$ cat config.mk
export PLATFORM = sky130hd
export DESIGN_NAME = oms_top
export DESIGN_NICKNAME = d
export VERILOG_FILES = /design/src/shared/oms_pkg.sv /design/src/logic/oms_top.sv
export SDC_FILE = /design/constraint.sdc
export NUM_CORES = 1
export LEC_CHECK = 0
export BUFFER_PORTS_ARGS = -buffer_cell sky130_fd_sc_hd__clkbuf_2
export CAP_MARGIN = 20
export CORE_MARGIN = 2
export CORE_UTILIZATION = 33
export CTS_BUF_LIST = sky130_fd_sc_hd__clkbuf_4 sky130_fd_sc_hd__clkbuf_8
export DETAILED_ROUTE_END_ITERATION = 12
export GPL_ROUTABILITY_DRIVEN = 0
export GPL_TIMING_DRIVEN = 0
export PLACE_DENSITY_LB_ADDON = 0.3
export SYNTH_ARGS = -nofsm -noshare
export SYNTH_HDL_FRONTEND = slang
export SYNTH_SLANG_ARGS = --single-unit
$ cat constraint.sdc
create_clock -name clk_i -period 1 [get_ports clk_i]
set_input_delay 0.2 -clock clk_i [delete_from_list [all_inputs] [get_ports clk_i]]
set_output_delay 0.2 -clock clk_i [all_outputs]
set_load 0.05 [all_outputs]
$ cat src/shared/oms_pkg.sv
package oms_pkg;

    // register map (word offsets as byte addresses)
    localparam logic [7:0] OMS_LATCH_OFS = 8'h00;
    localparam logic [7:0] OMS_MODE_OFS = 8'h04;

    // latch register layout
    localparam int OMS_FIXED_ONE_POS = 7;
    localparam logic [3:0] OMS_RSVD_ZERO = 4'h0;
    localparam logic [2:0] OMS_PINS_RST = 3'h7;
    localparam logic [31:0] OMS_UNMAPPED_RD = 32'h0000_0000;

    // mode pin patterns
    localparam logic [2:0] OMS_PAT_M4 = 3'h4;
    localparam logic [2:0] OMS_PAT_M5 = 3'h5;
    localparam logic [2:0] OMS_PAT_M6 = 3'h6;
    localparam logic [2:0] OMS_PAT_M7 = 3'h7;

    // mode numbers reported
    localparam logic [2:0] OMS_NUM_M4 = 3'h4;
    localparam logic [2:0] OMS_NUM_M5 = 3'h5;
    localparam logic [2:0] OMS_NUM_M6 = 3'h6;
    localparam logic [2:0] OMS_NUM_M7 = 3'h7;

    typedef enum logic [1:0] {
        OMS_MODE4,
        OMS_MODE5,
        OMS_MODE6,
        OMS_MODE7
    } oms_mode_t;

    // decoded mode attributes
    typedef struct packed {
        logic [2:0] mode_num;
        logic rom_en;
        logic expanded;
        logic advanced;
        logic ext_allowed;
        logic bus16_reset;
        logic valid;
    } oms_cfg_t;

endpackage : oms_pkg

$ cat src/logic/oms_top.sv
// Our own choices: the placing of the registers and the Wishbone register port.
`timescale 1ns/1ps

// What this block does
// - four modes, 4 to 7, from pins
// - decode 100..111 into mode attributes
// - bit 7 reads one, write ignored
// - bits 6..3 read zero, writes ignored
// - bits 2..0 report mode pins, read-only
// - pins latched when register is read
// - reset releases the captured latch
// - mode 7 forbids external accesses
// - mode 4 bus starts 16 bits wide
// - modes 5,6 bus start 8 bits wide
module oms_top
    import oms_pkg::*;
(
    // clock and reset
    input wire logic clk_i,
    input wire logic rst_i,
    // mode strap pins
    input wire logic mode_select_pin_2_i,
    input wire logic mode_select_pin_1_i,
    input wire logic mode_select_pin_0_i,
    // wishbone slave
    input wire logic cyc_i,
    input wire logic stb_i,
    input wire logic we_i,
    input wire logic [7:0] adr_i,
    input wire logic [3:0] sel_i,
    input wire logic [31:0] dat_i,
    output logic [31:0] dat_o,
    output logic ack_o,
    // decoded mode
    output oms_cfg_t cfg_o
);

    logic [2:0] pins;
    logic latched_r;
    logic [2:0] sense_r;
    logic [2:0] sense_now;
    logic req;
    logic rd_latch;
    oms_cfg_t cfg_nxt;

    assign pins = {mode_select_pin_2_i, mode_select_pin_1_i, mode_select_pin_0_i};
    // single-cycle answer; req low while ack is high so each access acks once
    assign req = cyc_i && stb_i && !ack_o;
    assign rd_latch = req && !we_i && (adr_i == OMS_LATCH_OFS);
    // live pins until captured
    assign sense_now = latched_r ? sense_r : pins;

    // capture on read, released by reset
    always_ff @(posedge clk_i) begin
        if (rst_i) begin
            latched_r <= 1'b0;
            sense_r <= OMS_PINS_RST;
        end else if (rd_latch) begin
            latched_r <= 1'b1;
            sense_r <= pins;
        end
    end

    // decode; pins assumed static during operation
    always_comb begin
        cfg_nxt = '0;
        cfg_nxt.advanced = 1'b1;
        cfg_nxt.valid = 1'b1;
        case (pins)
            OMS_PAT_M4: begin
                cfg_nxt.mode_num = OMS_NUM_M4;
                cfg_nxt.expanded = 1'b1;
                cfg_nxt.ext_allowed = 1'b1;
                cfg_nxt.bus16_reset = 1'b1;
            end
            OMS_PAT_M5: begin
                cfg_nxt.mode_num = OMS_NUM_M5;
                cfg_nxt.expanded = 1'b1;
                cfg_nxt.ext_allowed = 1'b1;
                cfg_nxt.bus16_reset = 1'b0;
            end
            OMS_PAT_M6: begin
                cfg_nxt.mode_num = OMS_NUM_M6;
                cfg_nxt.rom_en = 1'b1;
                cfg_nxt.expanded = 1'b1;
                cfg_nxt.ext_allowed = 1'b1;
                cfg_nxt.bus16_reset = 1'b0;
            end
            OMS_PAT_M7: begin
                cfg_nxt.mode_num = OMS_NUM_M7;
                cfg_nxt.rom_en = 1'b1;
                cfg_nxt.ext_allowed = 1'b0;
            end
            default: begin
                // patterns 0xx are not modes; flag and keep ext access off
                cfg_nxt.valid = 1'b0;
            end
        endcase
    end

    always_ff @(posedge clk_i) begin
        if (rst_i) begin
            cfg_o <= '0;
        end else begin
            cfg_o <= cfg_nxt;
        end
    end

    // bus answer; writes have no effect anywhere
    always_ff @(posedge clk_i) begin
        if (rst_i) begin
            ack_o <= 1'b0;
            dat_o <= '0;
        end else begin
            ack_o <= req;
            if (req && !we_i) begin
                case (adr_i)
                    OMS_LATCH_OFS: begin
                        // read returns the freshly sampled pins
                        dat_o <= {24'h00_0000, 1'b1, OMS_RSVD_ZERO, pins};
                    end
                    OMS_MODE_OFS: begin
                        dat_o <= {16'h0000, 3'h0, sense_now, 2'h0, cfg_o.mode_num,
                                  cfg_o.rom_en, cfg_o.expanded, cfg_o.ext_allowed,
                                  cfg_o.bus16_reset, cfg_o.valid};
                    end
                    default: begin
                        dat_o <= OMS_UNMAPPED_RD;
                    end
                endcase
            end else begin
                dat_o <= '0;
            end
        end
    end

    AST_ACK_ONE_CYCLE: assert property (@(posedge clk_i) disable iff (rst_i)
        ack_o |=> !ack_o)
        else $error("ack held longer than one cycle");
    AST_ACK_FOLLOWS_REQ: assert property (@(posedge clk_i) disable iff (rst_i)
        (cyc_i && stb_i && !ack_o) |=> ack_o)
        else $error("request not answered next cycle");
    AST_BIT7_ONE: assert property (@(posedge clk_i) disable iff (rst_i)
        rd_latch |=> dat_o[OMS_FIXED_ONE_POS])
        else $error("bit 7 not read as one");
    AST_RSVD_ZERO: assert property (@(posedge clk_i) disable iff (rst_i)
        rd_latch |=> (dat_o[6:3] == OMS_RSVD_ZERO))
        else $error("reserved bits not zero");
    AST_PINS_REPORTED: assert property (@(posedge clk_i) disable iff (rst_i)
        rd_latch |=> (dat_o[2:0] == $past(pins)))
        else $error("sense bits differ from pins");
    AST_CAPTURE: assert property (@(posedge clk_i) disable iff (rst_i)
        rd_latch |=> (latched_r && sense_r == $past(pins)))
        else $error("pins not captured on read");
    AST_RELEASE: assert property (@(posedge clk_i)
        rst_i |=> !latched_r)
        else $error("latch not released by reset");
    AST_HOLD: assert property (@(posedge clk_i) disable iff (rst_i)
        (latched_r && !rd_latch) |=> $stable(sense_r))
        else $error("captured value changed without read");
    AST_MODE7_NOEXT: assert property (@(posedge clk_i) disable iff (rst_i)
        (pins == OMS_PAT_M7) |=> (!cfg_o.ext_allowed && cfg_o.rom_en))
        else $error("mode 7 allows external access");
    AST_MODE4_BUS16: assert property (@(posedge clk_i) disable iff (rst_i)
        (pins == OMS_PAT_M4) |=> (cfg_o.bus16_reset && !cfg_o.rom_en))
        else $error("mode 4 bus not 16 bits");
    AST_MODE56_BUS8: assert property (@(posedge clk_i) disable iff (rst_i)
        (pins == OMS_PAT_M5 || pins == OMS_PAT_M6) |=> !cfg_o.bus16_reset)
        else $error("mode 5 or 6 bus not 8 bits");
    AST_MODE_NUM: assert property (@(posedge clk_i) disable iff (rst_i)
        pins[2] |=> (cfg_o.valid && cfg_o.mode_num == $past(pins)))
        else $error("mode number mismatch");

    // bus side: idle data, writes, unmapped reads
    AST_DAT_IDLE_ZERO: assert property (@(posedge clk_i) disable iff (rst_i)
        !ack_o |-> (dat_o == '0))
        else $error("read data not zero outside ack");
    AST_ACK_NEEDS_REQ: assert property (@(posedge clk_i) disable iff (rst_i)
        !req |=> !ack_o)
        else $error("ack without request");
    AST_WRITE_NO_EFFECT: assert property (@(posedge clk_i) disable iff (rst_i)
        (req && we_i) |=> ($stable(latched_r) && $stable(sense_r)))
        else $error("write changed the latch");
    AST_WRITE_DATA_ZERO: assert property (@(posedge clk_i) disable iff (rst_i)
        (req && we_i) |=> (ack_o && dat_o == '0))
        else $error("write answered with data");
    AST_UNMAPPED_ZERO: assert property (@(posedge clk_i) disable iff (rst_i)
        (req && !we_i && adr_i != OMS_LATCH_OFS && adr_i != OMS_MODE_OFS)
        |=> (dat_o == OMS_UNMAPPED_RD))
        else $error("unmapped read not zero");
    AST_RESET_QUIET: assert property (@(posedge clk_i)
        rst_i |=> (!ack_o && cfg_o == '0))
        else $error("outputs not cleared by reset");
    AST_SENSE_LIVE: assert property (@(posedge clk_i) disable iff (rst_i)
        (req && !we_i && adr_i == OMS_MODE_OFS && !latched_r)
        |=> (dat_o[12:10] == $past(pins)))
        else $error("sense not live before first read");

    // decode side: attributes per mode
    AST_ADVANCED: assert property (@(posedge clk_i) disable iff (rst_i)
        cfg_o.valid |-> cfg_o.advanced)
        else $error("valid mode not advanced");
    AST_ROM_OFF_M45: assert property (@(posedge clk_i) disable iff (rst_i)
        (pins == OMS_PAT_M4 || pins == OMS_PAT_M5) |=> (!cfg_o.rom_en && cfg_o.expanded))
        else $error("mode 4 or 5 attributes wrong");
    AST_M6_ROM_EXP: assert property (@(posedge clk_i) disable iff (rst_i)
        (pins == OMS_PAT_M6) |=> (cfg_o.rom_en && cfg_o.expanded && cfg_o.ext_allowed))
        else $error("mode 6 attributes wrong");
    AST_M7_SINGLE: assert property (@(posedge clk_i) disable iff (rst_i)
        (pins == OMS_PAT_M7) |=> !cfg_o.expanded)
        else $error("mode 7 not single-chip");
    AST_NOT_A_MODE: assert property (@(posedge clk_i) disable iff (rst_i)
        !pins[2] |=> (!cfg_o.valid && !cfg_o.ext_allowed && cfg_o.mode_num == '0))
        else $error("invalid pattern decoded as a mode");

    COV_LATCH_READ: cover property (@(posedge clk_i) disable iff (rst_i) rd_latch);
    COV_WRITE: cover property (@(posedge clk_i) disable iff (rst_i) req && we_i);
    COV_MODE7: cover property (@(posedge clk_i) disable iff (rst_i) pins == OMS_PAT_M7);
    COV_HELD: cover property (@(posedge clk_i) disable iff (rst_i)
        latched_r && sense_r != pins);
    COV_RESET_HELD: cover property (@(posedge clk_i) latched_r && rst_i);

endmodule : oms_top

Word-level counts from Yosys, hierarchy flattened
Cells that the tools add are included.
{"block": "classes", "n_eq_ne": 5, "mux": 8, "bitwise": 1, "n_reduce_logical": 11}
{"cell": "one-hot mux 13 bit (2 select lines)", "n": 1}
{"cell": "equality test 3 bit, second input constant", "n": 4}
{"cell": "one-hot mux 3 bit (4 select lines)", "n": 1}
{"cell": "equality test 8 x 3 -> 1 bit, second input constant", "n": 1}
{"cell": "zero test 8 bit", "n": 1}
{"cell": "logical AND 1 bit", "n": 4}
{"cell": "2-to-1 mux 1 bit", "n": 4}
{"cell": "2-to-1 mux 4 bit", "n": 1}
{"cell": "OR reduction 2 bit", "n": 2}
{"cell": "OR reduction 4 bit", "n": 1}
{"cell": "2-to-1 mux 3 bit", "n": 1}
{"cell": "OR reduction 3 bit", "n": 1}
{"cell": "zero test 1 bit", "n": 2}
{"cell": "inverter 1 bit", "n": 1}
{"block": "totals", "ff_bits": 45, "in_bits": 52, "out_inout_bits": 42}

Logic depth before layout (Yosys ltp)
{"block": "depth", "ltp_word": 5, "mapped_depth": 5, "ltp_nobuf": 4}

Least setup slack after synthesis
No wires, ideal clock.
{"block": "synth_path", "kind": "register to register", "from": "register ack_o", "to": "register sense_r[0]", "setup_ns": 0.072, "arrival_time_ns": 1.202, "t_required_ns": 0.928, "slack_ns": -0.274, "path_stages_with_launch": 4, "n_path_buf": 0, "period_less_slack_ns": 1.274, "path_cell_list": "dfxtp_1 > and4bb_2 > nand3_4 > mux2i_1"}
{"block": "synth_between", "elab_chain_cells": 4}
{"item": "start: declaration", "line": "oms_top.sv:33", "source": "output logic ack_o,"}
{"item": "start signal: assignment", "line": "oms_top.sv:115", "source": "ack_o <= req;"}
{"item": "zero test 1 bit", "line": "oms_top.sv:48", "source": "assign req = cyc_i && stb_i && !ack_o;"}
{"item": "logical AND 1 bit", "line": "oms_top.sv:48"}
{"item": "logical AND 1 bit (2 in a row)", "line": "oms_top.sv:49", "source": "assign rd_latch = req && !we_i && (adr_i == OMS_LATCH_OFS);"}
{"item": "end signal: assignment", "line": "oms_top.sv:60", "source": "sense_r <= pins;"}
{"item": "end: declaration", "line": "oms_top.sv:40", "source": "logic [2:0] sense_r;"}
Every way passes these cells.
A chain may end at the register's enable or synchronous reset.

Worst setup path after layout
{"block": "layout_path", "from": "register cfg_o[7] (netlist name)", "to": "output port cfg_o[7] (netlist name)"}
{"item": "start: declaration", "line": "oms_top.sv:35", "source": "output oms_cfg_t cfg_o"}
{"item": "start signal: assignment", "line": "oms_top.sv:105", "source": "cfg_o <= cfg_nxt;"}
No word-level cell between the ends.

==> key figures <==
Status
  • Run status: finished, violations left
  • Violated checks: setup timing

Setup path
  • Type of the worst setup path: reg2out
  • Depth of the critical timing path with buffers and inverters included: 2
  • Delay-heaviest family, CP: flip-flops
  • Startpoint types: register
  • Number of buffer and inverter instances along the worst setup path: 2
  • Worst path max stage delay: between 0.3 and 0.4 ns
  • Chain of cells forming the critical path: buf_6 > clkbuf_16
  • Data required time at the worst endpoint: 0.80 ns
  • Kind of capture point of the worst setup path: output port
  • Depth of the most critical reg-to-reg path: 3
  • Data arrival time at the worst-slack endpoint: roughly 0.93 ns
  • CP max FO: 3
  • Slowest stage cell on the critical path: sky130_fd_sc_hd__dfxtp_2

CTS
  • Number of buffers added to fix hold violations after cts: 0
  • Number of clock sinks: 22
  • CTS Buf Count: 3
  • Master cell of the clock root buffer: sky130_fd_sc_hd__clkbuf_4
  • Clock latency of the later-clocked register in the worst-skew pair: 0.30 ns
  • H-tree depth reported by CTS: 1
  • CTS tree: yes
  • Maximum clock insertion buffer count: 2
  • Clock-pin slew on the worst setup and hold paths: around 0.12 ns

Finish
  • Layout Cell Area excl Fill: 1600 sq um
  • Most common cell after layout, fill and taps aside: sky130_fd_sc_hd__buf_4
  • Most frequent cells in the layout: sky130_fd_sc_hd__buf_4, sky130_fd_sc_hd__conb_1, sky130_fd_sc_hd__dfxtp_2
  • Number of nets in the final layout: 208
  • Fraction of final layout cells with drive strength greater than 1: ~60%
  • Fill cells: about 240
  • Area Growth Syn to Fin: 68.2%
  • Total inserted antenna cells: 0

Route
  • Residual DRC count: 0
  • Via count of the routed design: between 700 and 800
  • Number of DRC violations after detailed-routing iteration 0: 5
  • Total length of routed wires: roughly 1900 um
  • Via density per instance: ~4
  • Count of TritonRoute iterations in the first routing pass: 4
  • Average wire per standard cell: ~10 um
  • Count of nets left with antenna violations after detail routing: 0

Flow run
  • Number of max-capacitance violations reported: 0

Floorplanning
  • Die W: between 50 and 60 um
  • Floorplan die area: approximately 3300 sq um
  • Initial cell density of the core: between 30% and 40%
  • Std-Cell Rows: 19
  • Vertical die dimension: between 50 and 60 um
  • Number of ports placed on the die boundary: 94
  • Placeable core region: around 2800 sq um

Synthesis
  • Synthesis-stage register bit count: 22
  • Number of unique standard cell types used by synthesis: 17
  • Yosys top cell by area: sky130_fd_sc_hd__dfxtp_1
  • Seq/Total Area, Yosys: ~46%
  • Yosys warns: 0
  • Top cell type's share of synthesized area: between 40% and 50%
  • Post-Synthesis Cell Area: ~950 sq um
  • Instance count of the mapped netlist: just over 90
  • Post-Syn Area per Cell: roughly 10 sq um
  • Synth area leaders: sky130_fd_sc_hd__dfxtp_1, sky130_fd_sc_hd__buf_4, sky130_fd_sc_hd__mux2i_1

GRT
  • Overall fraction of global-route tracks in use: 12.1%
  • Number of antenna violations at the first check in global routing: 0
  • Global route overflow: 0
  • Via count of the first global-routing pass: 701
  • Wire length of the first global-routing pass: between 3000 and 4000 um
  • Maximum number of pins on one net before global-route repair: 14

Timing
  • Final Max Slew Viols: 0
  • Part of the cycle the worst path needs: 113%
  • Shortest clock period the worst path allows after layout: around 1.1 ns
  • Achievable frequency: between 0.8 and 0.9 GHz
  • Setup ws final: -0.127 ns
  • Final-report hold violation count: 0
  • Final setup violation count: 24
  • Setup repair after global routing missed its margin: true
  • Setup Skew: 0.00302 ns

Placement
  • Placement Setup Slack: -0.237 ns
  • Number of buffer cells added on primary ports: 35
  • Placed instance area: roughly 1200 sq um

Pwr
  • Cell area power density: approximately 1300 nW/um^2
  • Pleak: between 0.7 and 0.8 nW
  • Highest ir drop seen on vdd: a little over 1000 uV
  • Total power draw: between 0.002 and 0.0025 W

Worst hold path
  • Path class of the lowest-slack min-delay path: in2reg
  • Worst Hold Depth: 2
[cells by family after synthesis]
group | after synthesis | share of synthesized area [%]
flip-flops | 22 | 46.2
AO/OA/AOI/OAI | 4 | 2.36
multiplexers | 8 | 8.40
AND/OR/NAND/NOR | 25 | 19.4
other | 1 | 0.393
buffers and inverters | 33 | 23.2
[power by group]
part	total (W)	leakage, nW	switching [W]	internal [W]
clock	0.000661	0.0279	0.000256	0.000405
combinational	0.000477	0.576	0.000314	0.000163
sequential	0.000904	0.187	0.0000127	0.000891
[final timing paths]
kind | slack, ns | start | to
max | -0.13 | cfg_o[7] | cfg_o[7]
max reg2reg | -0.12 | ack_o | dat_o[7]
min reg2reg | 0.46 | cfg_o[6] | dat_o[5]
min | 0.09 | rst_i | latched_r
[flip-flops by register name, summed over array words and instances, names as in the netlist]
register and cells:
cfg_o 7, latched_r 1, dat_o 10, sense_r 3, ack_o 1
[final cells by class]
| type | instances | area, sq um | area share (%) |
|---|---|---|---|
| sequential | 22 | 465 | 29.0 |
| buffer | 25 | 203 | 12.6 |
| clock inverter | 1 | 30.0 | 1.87 |
| multi-input combinational | 58 | 377 | 23.5 |
| inverter | 8 | 30.0 | 1.87 |
| tap | 31 | 38.8 | 2.42 |
| timing repair buffer | 38 | 438 | 27.3 |
| clock buffer | 3 | 22.5 | 1.40 |
[metrics by stage]
| stage | utilization [%] | setup TNS, ns | hold WS (ns) | cells |
|---|---|---|---|---|
| finish | 58.2 | -1.55 | 0.0890 | 186 |
| CTS | 57.4 | -2.11 | 0.0835 | 186 |
| floorplan | - | -0.521 | 0.277 | 113 |
| detailed placement | 45.3 | -2.29 | 0.419 | 179 |
| global route | 58.2 | -3.51 | 0.0752 | 186 |
| global placement | 45.3 | -2.21 | 0.412 | 179 |
[metal layers]
| layer | track usage (%) | vias up | routed length [um] |
|---|---|---|---|
| li1 | - | 374 | - |
| met1 | 13.4 | 314 | 734 |
| met2 | 21.8 | 36 | 1010 |
| met3 | 2.46 | 0 | 143 |
| met4 | 5.98 | 0 | 0 |
| met5 | 0 | - | 0 |
[timing repair]
item | CTS | global route
setup buffers | 3 | 0
setup endpoints to repair | 33 | 35
endpoints found under the hold margin | 0 | 0
resized for setup | 62 | 17
pin swaps | 3 | 2
[Yosys cell counts]
master / instances
sky130_fd_sc_hd__nand2_1: 1
sky130_fd_sc_hd__nor4_4: 2
sky130_fd_sc_hd__and4bb_2: 2
sky130_fd_sc_hd__nor3_1: 1
sky130_fd_sc_hd__buf_6: 1
sky130_fd_sc_hd__inv_1: 8
sky130_fd_sc_hd__mux2i_1: 8
sky130_fd_sc_hd__o22ai_1: 2
sky130_fd_sc_hd__a21oi_1: 2
sky130_fd_sc_hd__dfxtp_1: 22
sky130_fd_sc_hd__nor2_1: 14
sky130_fd_sc_hd__nand3_4: 1
sky130_fd_sc_hd__nand4_4: 1
sky130_fd_sc_hd__buf_4: 24
sky130_fd_sc_hd__and2_1: 2
sky130_fd_sc_hd__conb_1: 1
sky130_fd_sc_hd__nand3_1: 1
(Power assumes the default switching activity.)
